==> config.mk <==
export PLATFORM = sky130hd
export DESIGN_NAME = lvga_dev_flat
export DESIGN_NICKNAME = d
export VERILOG_FILES = /design/src/logic/lvga_pkg.sv /design/src/logic/lvga_if.sv /design/src/logic/lvga_dbuf.sv /design/src/logic/lvga_dev.sv /design/src/flat_wrapper.sv
export SDC_FILE = /design/constraint.sdc
export NUM_CORES = 1
export LEC_CHECK = 0
export BUFFER_PORTS_ARGS = -buffer_cell sky130_fd_sc_hd__buf_2
export CELL_PAD_IN_SITES_DETAIL_PLACEMENT = 1
export CELL_PAD_IN_SITES_GLOBAL_PLACEMENT = 1
export CORE_MARGIN = 5
export CORE_UTILIZATION = 30
export DETAILED_ROUTE_END_ITERATION = 6
export PLACE_DENSITY_LB_ADDON = 0.1
export SYNTH_ARGS = -nofsm -noshare
export SYNTH_HDL_FRONTEND = slang
export SYNTH_HIERARCHICAL = 1
export SYNTH_SLANG_ARGS = --single-unit
export TNS_END_PERCENT = 1
==> constraint.sdc <==
create_clock -name sys_clk -period 2.8 [get_ports sys_clk]
set_input_delay 0.42 -clock sys_clk [delete_from_list [all_inputs] [get_ports sys_clk]]
set_output_delay 0.42 -clock sys_clk [all_outputs]
set_load 0.03 [all_outputs]
==> src/logic/lvga_pkg.sv <==
/*
  Constants for the legacy VGA status register bank and its host end.
  Assumes both ends and the interface import this package whole.
*/
package lvga_pkg;

  // I/O byte addresses decoded by the device, and the offset to the second lane
  localparam logic [15:0] IO_ST0  = 16'h03C2;
  localparam logic [15:0] IO_GIDX = 16'h03CE;
  localparam logic [15:0] IO_GDAT = 16'h03CF;
  localparam logic [15:0] IO_NEXT = 16'h0001;

  // Extended graphics indexes behind the index/data pair
  localparam logic [7:0] GX_EXT_A = 8'h10;
  localparam logic [7:0] GX_EXT_B = 8'h11;
  localparam logic [7:0] GX_CTRL  = 8'h12;
  localparam logic [7:0] GX_STAT  = 8'h13;

  // Input status 0 layout and reset values
  localparam int unsigned ST0_IRQ   = 7;
  localparam int unsigned ST0_SENSE = 4;
  localparam logic [7:0]  RST_BYTE  = 8'h00;
  localparam logic [15:0] RST_WORD  = 16'h0000;

  // Control index fields
  localparam int unsigned CTL_ARM  = 0;
  localparam int unsigned CTL_WO   = 1;
  localparam int unsigned CTL_WO_W = 3;

  // Status index fields
  localparam int unsigned STA_W1C  = 0;
  localparam int unsigned STA_W1S  = 1;
  localparam int unsigned STA_ARM  = 2;
  localparam int unsigned STA_WRS  = 3;
  localparam int unsigned STA_RETR = 4;
  localparam int unsigned STA_RW   = 5;
  localparam int unsigned STA_RW_W = 2;

  // Access sizes carried on the link
  typedef enum logic [1:0] {SZ_BYTE, SZ_WORD, SZ_DWORD, SZ_RSVD} lvga_size_t;

  // Host command port map and fields
  localparam logic [1:0] HR_ADDR = 2'h0;
  localparam logic [1:0] HR_DATA = 2'h1;
  localparam logic [1:0] HR_CTRL = 2'h2;
  localparam logic [1:0] HR_STAT = 2'h3;
  localparam int unsigned HC_READ = 0;
  localparam int unsigned HC_SIZE = 1;
  localparam int unsigned HS_BUSY = 0;
  localparam int unsigned HS_ERR  = 1;

endpackage

==> src/logic/lvga_if.sv <==
/*
  Legacy I/O cycle link between the host end and the register bank.
  Assumes both ends share sys_clk; one strobe per cycle at most.
*/
`timescale 1ns/100ps
interface lvga_if;
  import lvga_pkg::*;

  logic [15:0] io_addr;
  logic [15:0] io_wdata;
  lvga_size_t  io_size;
  logic        io_wr;
  logic        io_rd;
  logic [15:0] io_rdata;
  logic        io_rvalid;

  // Register bank end
  modport dev (input io_addr, io_wdata, io_size, io_wr, io_rd,
               output io_rdata, io_rvalid);
  // Host processor end
  modport host (output io_addr, io_wdata, io_size, io_wr, io_rd,
                input io_rdata, io_rvalid);
endinterface

==> src/logic/lvga_dbuf.sv <==
/*
  Two-stage double-buffered byte register.
  Assumes load never coincides with a write; the parent guarantees it.
*/
`timescale 1ns/100ps
module lvga_dbuf
  import lvga_pkg::*;
#(
  parameter int W = 8
)(
  // Clock, reset, enable
  input  logic         sys_clk,
  input  logic         sys_rst,
  input  logic         ce,
  // Software side
  input  logic         wr_en,
  input  logic [W-1:0] wdata,
  // Update point
  input  logic         load,
  // Stage values
  output logic [W-1:0] stage1,
  output logic [W-1:0] stage2
);
  typedef struct packed {
    logic [W-1:0] s1;
    logic [W-1:0] s2;
  } lvga_db_t;

  lvga_db_t st_r;
  lvga_db_t st_nxt;

  // Writes land in stage one, update copies it onward
  always_comb
  begin
    st_nxt = st_r;
    if (wr_en)
      st_nxt.s1 = wdata;                          // [RQ7]
    if (load)
      st_nxt.s2 = st_r.s1;                        // [RQ7] [RQ8]
  end

  always_ff @(posedge sys_clk or posedge sys_rst)
  begin
    if (sys_rst)
      st_r <= '0;
    else if (ce)
      st_r <= st_nxt;
  end

  assign stage1 = st_r.s1;
  assign stage2 = st_r.s2;
endmodule

==> src/logic/lvga_dev.sv <==
/*
  Legacy VGA register bank: input status 0 plus extended graphics
  registers behind the index/data pair, covering every access type.
  Assumes the host keeps to byte or aligned word cycles on the link.
*/
// Notes on behaviour
// RQ1 - Read/write field stores, reads back, drives hardware
// RQ2 - Reserved bits ignore writes, read zero
// RQ3 - Read-only field reads hardware, writes ignored
// RQ4 - Write-only field drives hardware, reads zero
// RQ5 - Hardware sets sticky bit, write one clears
// RQ6 - Write one sets sticky bit, hardware clears
// RQ7 - Double buffer: stage one read, stage two drives
// RQ8 - Arming makes grouped registers load together
// RQ9 - Write to armed group disarms it
// RQ10 - Write stored for hardware, read shows status
// RQ11 - Software writes zero to must-be-zero fields
// RQ12 - Software writes back preserve-contents fields
// RQ13 - Only byte or aligned word cycles allowed
// RQ14 - Word cycles only at even addresses
// RQ15 - Host avoids doubleword cycles
// RQ16 - Extended registers use extra indexes only
// RQ17 - General registers decoded directly, no indexing
// RQ18 - Legacy mode only with other planes off
// RQ19 - Horizontal retrace spans porches and sync
// RQ20 - Input status 0 bit 7 reads zero
// RQ21 - Input status 0 bit 4 reads one
// RQ22 - Input status 0 read-only, no side effects
// RQ23 - Illegal size or alignment: ignored, reads zero
`timescale 1ns/100ps
module lvga_dev
  import lvga_pkg::*;
#(
  parameter int DW = 8
)(
  // Clock, reset, enable
  input  logic          sys_clk,
  input  logic          sys_rst,
  input  logic          ce,
  // Host link
  lvga_if.dev           io,
  // Hardware events and status
  input  logic          upd_pt,
  input  logic          hw_set_evt,
  input  logic          hw_clr_evt,
  input  logic          hw_stat,
  input  logic          hblank,
  input  logic          hsync,
  input  logic          planes_on,
  // Controls towards hardware
  output logic [DW-1:0] ext_a_live,
  output logic [DW-1:0] ext_b_live,
  output logic [CTL_WO_W-1:0] wo_ctrl,
  output logic          wrs_ctrl,
  output logic [STA_RW_W-1:0] rw_ctrl,
  output logic          grp_armed,
  output logic          w1c_flag,
  output logic          w1s_flag,
  output logic          vga_mode_en
);
  typedef struct packed {
    logic [7:0]          gidx;
    logic                armed;
    logic [CTL_WO_W-1:0] wo;
    logic                w1c;
    logic                w1s;
    logic                wrs;
    logic [STA_RW_W-1:0] rw;
    logic [15:0]         rdata;
    logic                rvalid;
    logic                vga_on;
  } lvga_dev_t;

  lvga_dev_t     st_r;
  lvga_dev_t     st_nxt;
  logic [1:0]    ext_wr;
  logic [DW-1:0] ext_wd;
  logic [DW-1:0] ext_s1 [2];
  logic [DW-1:0] ext_s2 [2];
  logic          load;
  logic          legal;
  logic [7:0]    st0_val;
  logic [7:0]    stat_val;

  // Only byte cycles or word cycles at even addresses are honoured
  assign legal = (io.io_size == SZ_BYTE) ||
                 ((io.io_size == SZ_WORD) && !io.io_addr[0]); // [RQ13] [RQ14]

  // Input status 0: sense high, pending and the rest zero
  always_comb
  begin
    st0_val = RST_BYTE;                           // [RQ22] [RQ2]
    st0_val[ST0_SENSE] = 1'b1;                    // [RQ21]
    st0_val[ST0_IRQ] = 1'b0;                      // [RQ20]
  end

  // Status index read image
  always_comb
  begin
    stat_val = RST_BYTE;                          // [RQ2]
    stat_val[STA_W1C] = st_r.w1c;                 // [RQ5]
    stat_val[STA_W1S] = st_r.w1s;                 // [RQ6]
    stat_val[STA_ARM] = st_r.armed;               // [RQ3]
    stat_val[STA_WRS] = hw_stat;                  // [RQ10]
    stat_val[STA_RETR] = hblank | hsync;          // [RQ19]
    stat_val[STA_RW +: STA_RW_W] = st_r.rw;       // [RQ1]
  end

  // Per-lane decode of reads and writes, then sticky and arming logic
  always_comb
  begin
    logic [15:0]         ba;
    logic [7:0]          wb;
    logic [7:0]          rb;
    logic [7:0]          wi;
    logic                lane_on;
    logic                arm_req;
    logic                clr_w1c;
    logic                set_w1s;
    logic [15:0]         rd;
    ba = RST_WORD;
    wb = RST_BYTE;
    rb = RST_BYTE;
    wi = st_r.gidx;
    lane_on = 1'b0;
    arm_req = 1'b0;
    clr_w1c = 1'b0;
    set_w1s = 1'b0;
    rd = RST_WORD;
    st_nxt = st_r;
    ext_wr = '0;
    ext_wd = '0;
    for (int ln = 0; ln < 2; ln++)
    begin
      ba = io.io_addr + (ln == 0 ? RST_WORD : IO_NEXT);
      wb = io.io_wdata[8*ln +: 8];
      lane_on = legal && (ln == 0 || io.io_size == SZ_WORD); // [RQ23]
      // Read path: no state changes on any read
      rb = RST_BYTE;
      case (ba)
        IO_ST0:  rb = st0_val;                    // [RQ17] [RQ22]
        IO_GIDX: rb = st_r.gidx;                  // [RQ17]
        IO_GDAT:
          case (st_r.gidx)
            GX_EXT_A: rb = ext_s1[0];             // [RQ7] [RQ16]
            GX_EXT_B: rb = ext_s1[1];             // [RQ7] [RQ16]
            GX_CTRL:  rb = RST_BYTE;              // [RQ4]
            GX_STAT:  rb = stat_val;
            default:  rb = RST_BYTE;
          endcase
        default: rb = RST_BYTE;
      endcase
      if (lane_on && io.io_rd)
        rd[8*ln +: 8] = rb;
      // Write path; index written by lane 0 steers lane 1
      if (lane_on && io.io_wr)
      begin
        case (ba)
          IO_GIDX: wi = wb;
          IO_GDAT:
            case (wi)
              GX_EXT_A:
              begin
                ext_wr[0] = 1'b1;                 // [RQ7] [RQ16]
                ext_wd = wb;
              end
              GX_EXT_B:
              begin
                ext_wr[1] = 1'b1;                 // [RQ7] [RQ16]
                ext_wd = wb;
              end
              GX_CTRL:
              begin
                arm_req = wb[CTL_ARM];            // [RQ8]
                st_nxt.wo = wb[CTL_WO +: CTL_WO_W]; // [RQ4]
              end
              GX_STAT:
              begin
                clr_w1c = wb[STA_W1C];            // [RQ5]
                set_w1s = wb[STA_W1S];            // [RQ6]
                st_nxt.wrs = wb[STA_WRS];         // [RQ10]
                st_nxt.rw = wb[STA_RW +: STA_RW_W]; // [RQ1]
              end
              default: ;                          // [RQ2]
            endcase
          default: ;                              // [RQ3] [RQ22]
        endcase
      end
    end
    st_nxt.gidx = wi;
    // Hardware set beats software clear
    st_nxt.w1c = (st_r.w1c & ~clr_w1c) | hw_set_evt;  // [RQ5]
    // Software set beats hardware clear
    st_nxt.w1s = (st_r.w1s & ~hw_clr_evt) | set_w1s;  // [RQ6]
    // Group write while armed disarms; update point consumes the arm
    st_nxt.armed = arm_req |
                   (st_r.armed & ~(|ext_wr) & ~upd_pt); // [RQ8] [RQ9]
    st_nxt.rdata = rd;                            // [RQ23]
    st_nxt.rvalid = io.io_rd;
    st_nxt.vga_on = st_r.rw[0] & ~planes_on;      // [RQ18]
  end

  // Grouped update only when armed and untouched this cycle
  assign load = upd_pt & st_r.armed & ~(|ext_wr); // [RQ8] [RQ9]

  always_ff @(posedge sys_clk or posedge sys_rst)
  begin
    if (sys_rst)
      st_r <= '0;
    else if (ce)
      st_r <= st_nxt;
  end

  // One double buffer per extended register
  genvar gi;
  generate
    for (gi = 0; gi < 2; gi++)
    begin : g_ext
      lvga_dbuf #(
        .W      (DW)
      ) u_dbuf (
        .sys_clk(sys_clk),
        .sys_rst(sys_rst),
        .ce     (ce),
        .wr_en  (ext_wr[gi]),
        .wdata  (ext_wd),
        .load   (load),
        .stage1 (ext_s1[gi]),
        .stage2 (ext_s2[gi])
      );
    end
  endgenerate

  // Outputs straight from flip-flops
  assign io.io_rdata  = st_r.rdata;
  assign io.io_rvalid = st_r.rvalid;
  assign ext_a_live   = ext_s2[0];                // [RQ7]
  assign ext_b_live   = ext_s2[1];                // [RQ7]
  assign wo_ctrl      = st_r.wo;                  // [RQ4]
  assign wrs_ctrl     = st_r.wrs;                 // [RQ10]
  assign rw_ctrl      = st_r.rw;                  // [RQ1]
  assign grp_armed    = st_r.armed;
  assign w1c_flag     = st_r.w1c;
  assign w1s_flag     = st_r.w1s;
  assign vga_mode_en  = st_r.vga_on;              // [RQ18]
endmodule

==> src/flat_wrapper.sv <==
// flat-port wrapper written by rule: the top's interface ports become plain ports
module lvga_dev_flat import lvga_pkg::*;
#(
  parameter int DW = 8
)
  (sys_clk, sys_rst, ce, upd_pt, hw_set_evt, hw_clr_evt, hw_stat, hblank, hsync, planes_on, ext_a_live, ext_b_live, wo_ctrl, wrs_ctrl, rw_ctrl, grp_armed, w1c_flag, w1s_flag, vga_mode_en, io_io_addr, io_io_wdata, io_io_size, io_io_wr, io_io_rd, io_io_rdata, io_io_rvalid);
  lvga_if io_i ();
  input  logic sys_clk;
  input  logic sys_rst;
  input  logic ce;
  input  logic upd_pt;
  input  logic hw_set_evt;
  input  logic hw_clr_evt;
  input  logic hw_stat;
  input  logic hblank;
  input  logic hsync;
  input  logic planes_on;
  output logic [DW-1:0] ext_a_live;
  output logic [DW-1:0] ext_b_live;
  output logic [CTL_WO_W-1:0] wo_ctrl;
  output logic wrs_ctrl;
  output logic [STA_RW_W-1:0] rw_ctrl;
  output logic grp_armed;
  output logic w1c_flag;
  output logic w1s_flag;
  output logic vga_mode_en;
  input wire logic [$bits(io_i.io_addr)-1:0] io_io_addr;
  input wire logic [$bits(io_i.io_wdata)-1:0] io_io_wdata;
  input wire logic [$bits(io_i.io_size)-1:0] io_io_size;
  input wire logic [$bits(io_i.io_wr)-1:0] io_io_wr;
  input wire logic [$bits(io_i.io_rd)-1:0] io_io_rd;
  output wire logic [$bits(io_i.io_rdata)-1:0] io_io_rdata;
  output wire logic [$bits(io_i.io_rvalid)-1:0] io_io_rvalid;
  assign io_i.io_addr = io_io_addr;
  assign io_i.io_wdata = io_io_wdata;
  assign io_i.io_size = io_io_size;
  assign io_i.io_wr = io_io_wr;
  assign io_i.io_rd = io_io_rd;
  assign io_io_rdata = io_i.io_rdata;
  assign io_io_rvalid = io_i.io_rvalid;
  lvga_dev #(.DW(DW)) u_core (.sys_clk(sys_clk), .sys_rst(sys_rst), .ce(ce), .io(io_i), .upd_pt(upd_pt), .hw_set_evt(hw_set_evt), .hw_clr_evt(hw_clr_evt), .hw_stat(hw_stat), .hblank(hblank), .hsync(hsync), .planes_on(planes_on), .ext_a_live(ext_a_live), .ext_b_live(ext_b_live), .wo_ctrl(wo_ctrl), .wrs_ctrl(wrs_ctrl), .rw_ctrl(rw_ctrl), .grp_armed(grp_armed), .w1c_flag(w1c_flag), .w1s_flag(w1s_flag), .vga_mode_en(vga_mode_en));
endmodule
Word-level counts from Yosys, hierarchy flattened
Cells that the tools add are included.
- bits of input ports: 46
- word-level logic and storage cells: 114
- register bits after elaboration: 67
- output and inout port bits: 43
- $add $sub $neg: 1
- mux-type cells: 53
- reductions and logical operators: 15
- bitwise gates (word level): 16
- equal/unequal tests: 15
- operators by type and width (cell ; number):
    16-bit by 10-bit == test with 1-bit output (second input constant) ; 6
    8-bit 2-to-1 mux ; 12
    8-bit case mux with 3 select lines ; 3
    8-bit by 5-bit == test with 1-bit output (second input constant) ; 8
    3-bit 2-to-1 mux ; 12
    1-bit 2-to-1 mux ; 22
    16-bit by 1-bit adder with 16-bit output (second input constant) ; 1
    2-bit 2-to-1 mux ; 4
    1-bit bitwise AND ; 7
    1-bit logical AND ; 6
    2-bit AND reduction ; 3
    2-bit OR reduction ; 3
    1-bit inverter ; 5
    1-bit OR ; 4
    2-bit by 1-bit == test with 1-bit output (second input constant) ; 1
    2-bit logical NOT ; 1
    1-bit logical NOT ; 1
    1-bit logical OR ; 1

Longest topological paths before layout
Gate-level depths: netlist of the first run.
- depth in word-level cells: 14
- mapped depth: 10
- mapped depth without buffers: 8

Modules after synthesis
Netlist of the first run, hierarchy kept.
- modules (own cells, without submodules) (module ; area each (µm²) ; instances ; cells an instance ; sequential area each (µm²)):
    lvga_dev ; 2486.1 ; 1 ; 273 ; 875.8
    lvga_dbuf ; 596.8 ; 2 ; 35 ; 400.4

Worst setup path before layout of the first run
No wires, ideal clock.
- kind: input to register
- from: input io_io_addr[12]
- to: register u_core.g_ext[0].u_dbuf.st_r, in the netlist u_core/g_ext[0].u_dbuf/stage1[0]
- slack: -0.540 ns
- required time: 2.675 ns
- library setup time: 0.125 ns
- buffers on the path: 2
- cell stages on the path: 10
- arrival: 3.215 ns
- cells stage by stage: or4_4 > or4_4 > nor2_1 > mux2i_1 > clkbuf_1 > and2_1 > buf_2 > a22o_1 > nand2_2 > mux2_2
- longest elaborated chain between the ends: 8
- elaborated cells between the ends (all ways): 20
- classes of those cells: add/sub (1); eq/ne (5); mux (12); reduce/logical (2)
- RTL lines (element ; line ; RTL):
    from (decl) ; flat_wrapper.sv:27 ; input wire logic [$bits(io_i.io_addr)-1:0] io_io_addr;
    branches (longest 6 deep; another with 16-bit by 1-bit adder with 16-bit output) ; -- ;
    2-bit 2-to-1 mux (*) ; lvga_dev.sv:156 ; if (lane_on && io.io_wr)
    named net u_core.ext_wr[0] ; lvga_dev.sv:76 ; logic [1:0] ext_wr;
    2-bit AND reduction (no line) (*) ; -- ;
    to (signal assigned) ; lvga_dbuf.sv:47 ; st_r <= st_nxt;
    to (decl) ; lvga_dbuf.sv:29 ; lvga_db_t st_r;
Mark *: on every way through the listed nets, which the timed path passes.
A chain may end at the register's enable or synchronous reset.

Worst setup path in the final report of the first run
- from: input io_io_addr[4]
- to: register u_core.g_ext[0].u_dbuf.st_r, in the netlist u_core/g_ext[0].u_dbuf/stage2[0]
- longest elaborated chain between the ends: 11
- elaborated cells between the ends (all ways): 18
- classes of those cells: add/sub (1); eq/ne (5); mux (8); bitwise (2); reduce/logical (2)
- RTL lines (element ; line ; RTL):
    branches (longest 6 deep; another with 16-bit by 1-bit adder with 16-bit output) ; -- ;
    2-bit 2-to-1 mux (*) ; lvga_dev.sv:156 ;
    2-bit OR reduction (*) ; lvga_dev.sv:204 ; assign load = upd_pt & st_r.armed & ~(|ext_wr);
    1-bit inverter (*) ; lvga_dev.sv:204 ;
    1-bit bitwise AND (*) ; lvga_dev.sv:204 ;
    named net u_core.load ; lvga_dev.sv:80 ; logic load;
    2-bit AND reduction (no line) (*) ; -- ;
Marks and branches as above.

==> results of run 1 <==
critical path, cell delays in order:
cell and delay [ns]:
buf_2 0.10, or4bb_1 0.51, or4_4 0.57, nand4b_4 0.21, a2111oi_4 0.38, and2_4 0.25
nor4b_4 0.06, nand2_2 0.08, buf_8 0.14, mux2_2 0.33
metrics by stage:
stage	power, W	std cells
global route	0.002711	598
global placement	0.001272	580
detailed placement	0.001277	580
finish	0.002597	598
CTS	0.002633	598
floorplan	0.001140	343
synthesized netlist by cell type, drive strengths merged (6+ instances only):
library cell and number:
o31ai 6, nand2 24, o2bb2ai 17, a22o 10, a32oi 13, mux2 37
mux2i 11, buf 25, nor2 22, o21ai 14, clkbuf 11, nand3 7
dfrtp 67, inv 12, a31oi 6
per-layer routing:
| layer | up-vias | part of all wire [%] |
|---|---|---|
| met5 | - | 0 |
| met4 | 0 | 1.4 |
| met3 | 11 | 3.4 |
| met2 | 58 | 50 |
| met1 | 1596 | 46 |
| li1 | 1507 | - |
registers in the layout (all words and copies together), names as in the netlist:
name / count
u_core/w1s_flag: 1
u_core/st_r: 8
u_core/wrs_ctrl: 1
u_core/g_ext.u_dbuf/stage1: 16
u_core/grp_armed: 1
u_core/rw_ctrl: 2
u_core/io.io_rdata: 16
u_core/g_ext.u_dbuf/stage2: 16
u_core/wo_ctrl: 3
u_core/io.io_rvalid: 1
u_core/vga_mode_en: 1
u_core/w1c_flag: 1
how the worst min path moves through the flow:
| stage | startpoint | slack [ns] | to | cells after the start |
|---|---|---|---|---|
| 2_1_floorplan | sys_rst | 0.33 | u_core/g_ext[0].u_dbuf/stage1[0] | 1 |
| 3_3_place_gp | u_core/io.io_rdata[4] | 0.46 | u_core/io.io_rdata[4] | 1 |
| 3_5_place_dp | u_core/io.io_rdata[7] | 0.48 | u_core/io.io_rdata[7] | 1 |
| 4_1_cts | sys_rst | 0.20 | u_core/g_ext[1].u_dbuf/stage1[7] | 2 |
| 5_1_grt | sys_rst | 0.25 | u_core/g_ext[1].u_dbuf/stage1[3] | 2 |
| 6_report | sys_rst | 0.20 | u_core/g_ext[0].u_dbuf/stage2[1] | 2 |
where the power goes:
group | internal (W) | switching (W) | total, W
logic | 0.0000995 | 0.000167 | 0.000267
clock network | 0.000895 | 0.000437 | 0.00133
registers | 0.000977 | 0.0000211 | 0.000998
cell families (layout without fill, tap and decap cells):
logic type             count (synthesis)  after routing  synth area share, %
buffers and inverters                 48            156                7.072
flip-flops                            67             67                45.56
AO/OA/AOI/OAI                         91             91                19.25
multiplexers                          48             48                14.31
AND/OR/NAND/NOR                       89             89                13.80
final cells by class:
| cell class | instances | area (µm²) | share of cell area, % |
|---|---|---|---|
| Clock buffer | 10 | 239.0 | 4.942 |
| Timing Repair Buffer | 128 | 748.2 | 15.47 |
| Inverter | 12 | 45.04 | 0.9314 |
| Tap cell | 147 | 183.9 | 3.803 |
| Sequential cell | 67 | 1677 | 34.67 |
| Multi-Input combinational cell | 228 | 1832 | 37.88 |
| Clock inverter | 6 | 111.4 | 2.303 |
timing repair:
item / in CTS / in global routing
pin swaps: 5 / 0
resized for setup: 6 / 3
buffers inserted: 2 / 0
endpoints found under the setup margin: 35 / 37
==> run summary, run 1 <==
Final Hold Fails: 0
Initial DRT Pass Iterations: 4
CTS tree: done
Dpl ws: -0.5045 ns
Fillers: 1360
Worst R2R End: u_core/g_ext[0].u_dbuf/stage2[0]
Post-route cell area: 4836 µm²
DR vias: 3172
Worst flop-to-flop path startpoint: u_core/st_r[29]
Met2 Use GR: 28.75%
Initial DRC Count: 127
Final core occ: 40.26%
Area grow syn2layout: 31.42%
Most frequent cells in the layout: buf_2 (88), dfrtp_1 (67), buf_4 (39), mux2_2 (37), nor2_1 (21)
Vias per cell: 5.304
Area contributors post-synth: dfrtp_1 (46%), mux2_2 (11%), buf_4 (4.3%)
Cts hold-fix bufs: 0
Number of synthesized register bits: 67
Slew margin rel.: 44.56%
Violated checks: negative setup slack
Diodes inserted: 0
Largest net degree at the start of global routing: 36
Vias in the first global route: 3432
Slew Viols, Final: 0
I/O pin count: 89
Pwr/cell area: 537.0 nW/µm²
Core area: 12010 µm²
Crit path to: u_core/g_ext[0].u_dbuf/stage2[0]
Dpl hpwl: 9550 µm
CP startpoint: io_io_addr[4]
Global Route Usage Sum: 17.42%
Synthesized area per cell: 10.73 µm²
Worst EP arrival: 3.05 ns
RSZ-0062 raised after global routing: yes
Post-synthesis sequential area ratio: 45.56%
Total Wirelength: 12220 µm
Row cnt: 40
Die height: 120.8 µm
Die area: 14580 µm²
Synthesized cell area: 3680 µm²
Syn_nets: 389
Clock root buffer: clkbuf_16
Initial antenna violation count: 0
First-pass GRT wire length: 19590 µm
Leakage power: 2.412 nW
Setup Crit Path Kind: input port to flop
Die W: 120.8 µm
# Max-Cap Violations: 0
M3 GR Usage: 4.490%
Min Tclk post-route: 2.838 ns
Synth Flop Type: dfrtp_1
Sink Count: 67
CTS H-tree depth: 3
Flop2flop setup slack: 0.19 ns
Fmax: 0.3524 GHz
WL per Instance: 20.43 µm
Cell variety after synth: 49
Post-synthesis async set-or-reset flop share: 100.0%
Synth Warn #: 6
Routed Antenna Nets: 0
Busiest grt layer: met2
Final WS setup: -0.03781 ns
Post-route clock skew: 0.007224 ns
Yosys top cell by area: dfrtp_1
Startpoint Class: input port
Commonest non-fill, non-tap cell in the layout: buf_2
DRC viols: 0
Measured slew at the worst slew-check pin: 0.8307 ns
Syn Inst Count: 343
Clk slew on worst S/H paths: 0.06 ns
Worst Hold Class: input port to async pin
Effective utilization at floorplan: 30.64%
Final period utilization: 101.4%
Post-synth EDFFs: 0
Worst Reg-to-Reg Cells: 9
Port bufs: 88
Met1 usage: 22.80%
Status: finished with violations
Min Hold Slack: 0.1958 ns
Longest Clk Path Bufs: 2
Max VDD drop: 0.2721 mV
Nets@finish: 492
Setup violations, final: 18
Clk Latency, worst-skew pair: 0.33 ns
Share of cells above drive strength 1: 44.35%
CTS Buf Count: 9
Worst endpoint required time: 3.01 ns
CP Capture Type: flop
Gp weighted congestion: 0.7851
Top cell type's share of synthesized area: 45.56%
Grt ovf: 0
Post-Place Cell Area: 4415 µm²
Worst-path maximum fanout: 8
Setup TNS: -0.3807 ns
(Power assumes the default switching activity.)
==> run 2, diff against run 1 <==
- CAP_MARGIN: not set -> 20
- clock period: 2.8 -> 2.6 ns (I/O delays scaled with it)
==> run 2 against run 1 <==
Effect of this change:
- the flow still finishes with violations (negative setup slack)
- die area unchanged
- final cell count up 2.7%
- clock-buffer cell count unchanged
- sequential share of layout area down 1.4 points
- first-iteration DRC count up 1.6%
- power up 8.3%
- via count up 1.3%
==> run summary, run 2 (synthesized netlist as in run 1, its figures left out) <==
Clock root buffer: clkbuf_16
Grt ovf: 0 (unchanged)
# Max-Cap Violations: 0 (unchanged)
Clk slew on worst S/H paths: 0.06 ns (about the same)
Final Hold Fails: 0 (unchanged)
Final cell count without fillers: 614 (+2.7%)
Global Route Usage Sum: 17.70% (+0.28 points)
Diodes inserted: 0 (unchanged)
Final WS setup: -0.2025 ns (-0.1647 ns)
Worst-path maximum fanout: 8 (unchanged)
Max VDD drop: 0.3178 mV (+17%)
Measured slew at the worst slew-check pin: 0.8226 ns (-0.008112 ns)
I/O pin count: 89 (unchanged)
Violated checks: negative setup slack
Leakage power: 2.532 nW (+5.0%)
Dpl ws: -0.6570 ns (-0.1525 ns)
Slew Viols, Final: 0 (unchanged)
WL per Instance: 20.20 µm (-1.1%)
Cts hold-fix bufs: 0 (unchanged)
Post-route clock skew: 0.006265 ns (-0.0009594 ns)
Clk pwr share: 50.8% (-0.5 points)
Core area: 12010 µm² (unchanged)
Nets@finish: 508 (+3.3%)
Port bufs: 88 (unchanged)
CTS H-tree depth: 3 (unchanged)
Worst endpoint required time: 2.81 ns (-0.20 ns)
Row cnt: 40 (unchanged)
Routed Antenna Nets: 0 (unchanged)
Gp weighted congestion: 0.7805 (-0.59%)
Commonest non-fill, non-tap cell in the layout: buf_2
Clk Latency, worst-skew pair: 0.33 ns (about the same)
DRC viols: 0 (unchanged)
Final period utilization: 107.8%
Vias per cell: 5.233 (-1.3%)
Area grow syn2layout: 36.79%
Internal Power: 0.002138 W (+8.4%)
Share of cells above drive strength 1: 46.25% (+1.9 points)
Startpoint Class: input port
Vias in the first global route: 3526 (+2.7%)
Worst EP arrival: 3.01 ns (-0.04 ns)
Initial DRC Count: 129 (+1.6%)
Net Sw Frac: 24.02% (-0.055 points)
Die W: 120.8 µm (unchanged)
Gate power share: 11.0% (+0.7 points)
First-pass GRT wire length: 19950 µm (+1.8%)
Critical Path Max Stage Delay: 0.57 ns (about the same)
Largest net degree at the start of global routing: 36 (unchanged)
RSZ-0062 raised after global routing: yes
DR vias: 3213 (+1.3%)
Fillers: 1335 (-1.8%)
Effective utilization at floorplan: 30.64% (unchanged)
Initial antenna violation count: 0 (unchanged)
Sink Count: 67 (unchanged)
Setup Crit Path Kind: input port to flop
Final core occ: 41.91% (+1.6 points)
Cell Chain, Critical Path: buf_6 > or4bb_1 > or4_4 > nand4b_4 > a2111oi_4 > and2_4 > a22o_1 > nand2_4 > mux2_2
Worst Hold Class: input port to async pin
Dpl hpwl: 9467 µm (-0.87%)
Pwr/cell area: 558.9 nW/µm² (+4.1%)
Status: finished with violations
CP Capture Type: flop
Most frequent cells in the layout: buf_2 (87), dfrtp_1 (67), buf_4 (52), mux2_2 (22), nor2_1 (21)
Fmax: 0.3568 GHz
Total Wirelength: 12400 µm (+1.5%)
Slew margin rel.: 45.10% (+0.54 points)
Placed insts: 594 (+2.4%)
Slowest cell on the critical path: or4_4
Initial DRT Pass Iterations: 4 (unchanged)
CTS Buf Count: 9 (unchanged)
Die height: 120.8 µm (unchanged)
Setup violations, final: 39 (+21)
Psw: 0.0006757 W (+8.1%)
Min Tclk post-route: 2.803 ns
Die area: 14580 µm² (unchanged)
Reg power frac: 38.2% (-0.2 points)
Longest Clk Path Bufs: 2 (unchanged)
CTS tree: done
run 2: cell count changes in the layout (fill, tap and decap cells not counted), moves of 2 or more:
cell | before | now
a22o_4 | 2 | 0
mux2_2 | 37 | 22
buf_4 | 39 | 52
mux2_4 | 0 | 15
a22o_1 | 8 | 10
buf_6 | 0 | 4
o21ai_0 | 13 | 11
run 2: path summary, 6_finish.rpt:
| kind | from | to | slack (ns) | cells after the start |
|---|---|---|---|---|
| min in group sys_clk | planes_on | u_core/vga_mode_en | 0.23 | 2 |
| max in group asynchronous | sys_rst | u_core/g_ext[1].u_dbuf/stage1[1] | 1.97 | 2 |
| worst max-delay path | io_io_addr[4] | u_core/g_ext[1].u_dbuf/stage1[6] | -0.20 | 9 |
| worst max register to register | u_core/st_r[29] | u_core/g_ext[1].u_dbuf/stage1[6] | 0.05 | 8 |
| worst min-delay path | sys_rst | u_core/g_ext[0].u_dbuf/stage2[2] | 0.17 | 2 |
| worst min register to register | u_core/io.io_rdata[3] | u_core/io.io_rdata[3] | 0.48 | 1 |
run 2: worst max-delay path: cells and delay by family:
| family | cells | cell delay [ns] |
|---|---|---|
| AOI/OAI and AO/OA | 2 | 0.55 |
| muxes | 1 | 0.32 |
| buffers and inverters | 1 | 0.09 |
| and+or+nand+nor | 5 | 1.65 |
run 2: power groups by stage:
| stage | clock network [W] | registers, W | logic, W |
|---|---|---|---|
| after global placement | 0 | 0.00109 | 0.000287 |
| after floorplan | 0 | 0.00109 | 0.000143 |
| after global routing | 0.00150 | 0.00108 | 0.000339 |
| after CTS | 0.00146 | 0.00107 | 0.000309 |
| final | 0.00143 | 0.00107 | 0.000309 |
| after detailed placement | 0 | 0.00109 | 0.000292 |
run 2: routing by layer:
metal  share of wire, %  global-route usage, %  wire [µm]
met5                  0                      0          0
met4                1.2                  4.320        146
met3                3.4                  3.555        424
met2                 50                  30.46       6177
met1                 46                  22.81       5656
run 2: what timing repair did:
action,CTS,global route
buffers inserted,4,0
pin swaps,6,1
setup endpoints to repair,41,41
gates resized for setup,26,3
run 2: stage by stage:
stage / setup TNS, ns / area, µm² / hold slack [ns] / total power [W]
after floorplan: -15.35 / 3726 / 0.3037 / 0.001228
after global placement: -22.76 / 4521 / 0.4642 / 0.001381
after detailed placement: -24.24 / 4521 / 0.4692 / 0.001386
after CTS: -4.791 / 5021 / 0.1651 / 0.002842
after global routing: -8.273 / 5034 / 0.2316 / 0.002911
final: -6.148 / 5034 / 0.1732 / 0.002813
run 2: final cells by class:
cell class | instances | area (µm²) | area share [%]
clock buffers | 10 | 239.0 | 4.748
clock inverters | 6 | 111.4 | 2.212
inverters | 12 | 45.04 | 0.8949
multi-input cells | 228 | 1887 | 37.48
flip-flops and latches | 67 | 1677 | 33.31
well taps | 147 | 183.9 | 3.654
repair buffers | 144 | 890.9 | 17.70
==> run 3, diff against run 2 <==
- BUFFER_PORTS_ARGS: -buffer_cell sky130_fd_sc_hd__buf_2 -> -buffer_cell sky130_fd_sc_hd__clkbuf_2
==> run 3 against run 2 <==
Effect of this change:
- the run still ends with negative setup slack left
- sequential power about the same
- via count is 0.53% lower
- power down 4.7%
- sequential share of layout area up 0.43 points
- register-to-register slack hardly changed
- maximum frequency grew 0.39%
- clock-buffer cell count unchanged
- clock skew is 0.0018 ns lower
- worst hold slack got worse by 0.031 ns
- first-iteration DRC count up 1.6%
- critical path type unchanged
- critical endpoint is now u_core/g_ext[0].u_dbuf/stage2[5]
- largest power group unchanged
==> run summary, run 3 (synthesized netlist as in run 1, its figures left out) <==
Nets@finish: 506 (-0.39%)
Max VDD drop: 0.3259 mV (+2.6%)
Most frequent cells in the layout: clkbuf_2 (88), dfrtp_1 (67), buf_4 (51), mux2_2 (27), nor2_1 (21)
Placed insts: 593 (-0.17%)
Multi-input combinational cell area: 1872 µm² (-0.80%)
Flop2flop setup slack: 0.06 ns (about the same)
Dpl hpwl: 9369 µm (-1.0%)
Gp weighted congestion: 0.7648 (-2.0%)
Slew margin rel.: 47.05% (+2.0 points)
Global Route Usage Sum: 17.03% (-0.67 points)
CTS tree: done
DR vias: 3196 (-0.53%)
Worst-path maximum fanout: 7 (-1)
Startpoint Class: input port
Effective utilization at floorplan: 30.64% (unchanged)
CTS Buf Count: 9 (unchanged)
Initial antenna violation count: 0 (unchanged)
Register area: 1677 µm² (unchanged)
Violated checks: negative setup slack
Sink Count: 67 (unchanged)
I/O pin count: 89 (unchanged)
Routed Antenna Nets: 0 (unchanged)
Diodes inserted: 0 (unchanged)
Final cell count without fillers: 612 (-0.33%)
Min Hold Slack: 0.1424 ns (-0.03073 ns)
Vias per cell: 5.222 (-0.20%)
Core area: 12010 µm² (unchanged)
Initial DRC Count: 131 (+1.6%)
Slew Viols, Final: 0 (unchanged)
Fmax: 0.3582 GHz (+0.39%)
First-pass GRT wire length: 19260 µm (-3.5%)
Largest net degree at the start of global routing: 36 (unchanged)
Port bufs: 88 (unchanged)
Min Tclk post-route: 2.792 ns (-0.01084 ns)
Met1 usage: 22.59% (-0.22 points)
Die W: 120.8 µm (unchanged)
Commonest non-fill, non-tap cell in the layout: clkbuf_2
Setup violations, final: 38 (-2.6%)
Row cnt: 40 (unchanged)
Vias in the first global route: 3400 (-3.6%)
Total Wirelength: 11960 µm (-3.6%)
Fillers: 1360 (+1.9%)
WL per Instance: 19.54 µm (-3.3%)
Final WS setup: -0.1917 ns (+0.01084 ns)
CP Capture Type: flop
DRC viols: 0 (unchanged)
Initial DRT Pass Iterations: 4 (unchanged)
Leakage power: 2.470 nW (-2.4%)
Clk slew on worst S/H paths: 0.06 ns (about the same)
Measured slew at the worst slew-check pin: 0.7934 ns (-0.02923 ns)
Longest Clk Path Bufs: 2 (unchanged)
CTS H-tree depth: 3 (unchanged)
Status: finished with violations
Worst Hold Class: input port to async pin
Grt ovf: 0 (unchanged)
Busiest grt layer: met2
Worst Reg-to-Reg Cells: 9 (+1)
Pwr/cell area: 539.4 nW/µm² (-3.5%)
Share of cells above drive strength 1: 46.02% (-0.23 points)
Clock root buffer: clkbuf_16
Worst EP arrival: 3.01 ns (about the same)
Clk Latency, worst-skew pair: 0.33 ns (about the same)
Final period utilization: 107.4% (-0.42 points)
Setup Crit Path Kind: input port to flop
Die height: 120.8 µm (unchanged)
RSZ-0062 raised after global routing: yes
Post-route clock skew: 0.004470 ns (-0.001794 ns)
# Max-Cap Violations: 0 (unchanged)
Area grow syn2layout: 35.06%
Die area: 14580 µm² (unchanged)
Worst endpoint required time: 2.81 ns (about the same)
Final Hold Fails: 0 (unchanged)
Met2 Use GR: 28.29% (-2.2 points)
M3 GR Usage: 3.648% (+0.094 points)
run 3: path summary, 6_finish.rpt:
check | to | start
setup / recovery | u_core/g_ext[0].u_dbuf/stage2[5] | io_io_addr[4]
hold / removal | u_core/g_ext[0].u_dbuf/stage2[4] | sys_rst
setup reg to reg | u_core/g_ext[0].u_dbuf/stage2[2] | u_core/st_r[29]
hold reg to reg | u_core/io.io_rdata[2] | u_core/io.io_rdata[2]
max in group asynchronous | u_core/g_ext[1].u_dbuf/stage1[2] | sys_rst
min in group sys_clk | u_core/vga_mode_en | planes_on
run 3: layout make-up:
| type | count | share of cell area, % |
|---|---|---|
| multi-input combinational | 228 | 37.66 |
| sequential | 67 | 33.74 |
| timing repair buffer | 142 | 17.60 |
| clock buffer | 10 | 4.607 |
| tap | 147 | 3.701 |
| clock inverter | 6 | 1.788 |
| inverter | 12 | 0.9063 |
run 3: critical path: stages:
cell and delay [ns]:
clkbuf_2 0.09, or4bb_1 0.51, or4_4 0.57, o21ai_2 0.23
a2111oi_4 0.11, and2_4 0.19, nor4b_2 0.32, nand2_2 0.13
buf_12 0.17, mux2_4 0.29
run 3: what timing repair did:
item / CTS / global route
resized for setup: 16 / 6
pin swaps: 8 / 3
hold buffers: 0 / 0
setup endpoints to repair: 41 / 41
setup buffers: 3 / 0
run 3: power by group:
| part | total (W) | internal [W] | switching [W] |
|---|---|---|---|
| Combinational | 0.000304 | 0.000118 | 0.000186 |
| Sequential | 0.00108 | 0.00105 | 0.0000230 |
| Clock | 0.00130 | 0.000841 | 0.000460 |
run 3: per-layer routing:
| metal | share of wire [%] | wire length, µm | up-vias |
|---|---|---|---|
| met5 | 0 | 0 | - |
| met1 | 45 | 5414 | 1588 |
| met2 | 49 | 5914 | 67 |
| met3 | 4.2 | 498 | 12 |
| li1 | - | - | 1529 |
| met4 | 1.1 | 133 | 0 |
run 3: per-stage QoR:
stage / utilization (%) / area, µm² / setup slack (ns) / TNS (ns) / total power [W]
CTS: 41.15 / 4942 / -0.1784 / -5.596 / 0.002727
finish: 41.38 / 4970 / -0.1917 / -5.720 / 0.002681
global placement: 37.57 / 4513 / -0.5654 / -21.99 / 0.001382
detailed placement: 37.57 / 4513 / -0.6201 / -23.17 / 0.001387
global route: 41.38 / 4970 / -0.2653 / -8.407 / 0.002794
floorplan: - / 3726 / -0.4054 / -15.35 / 0.001228
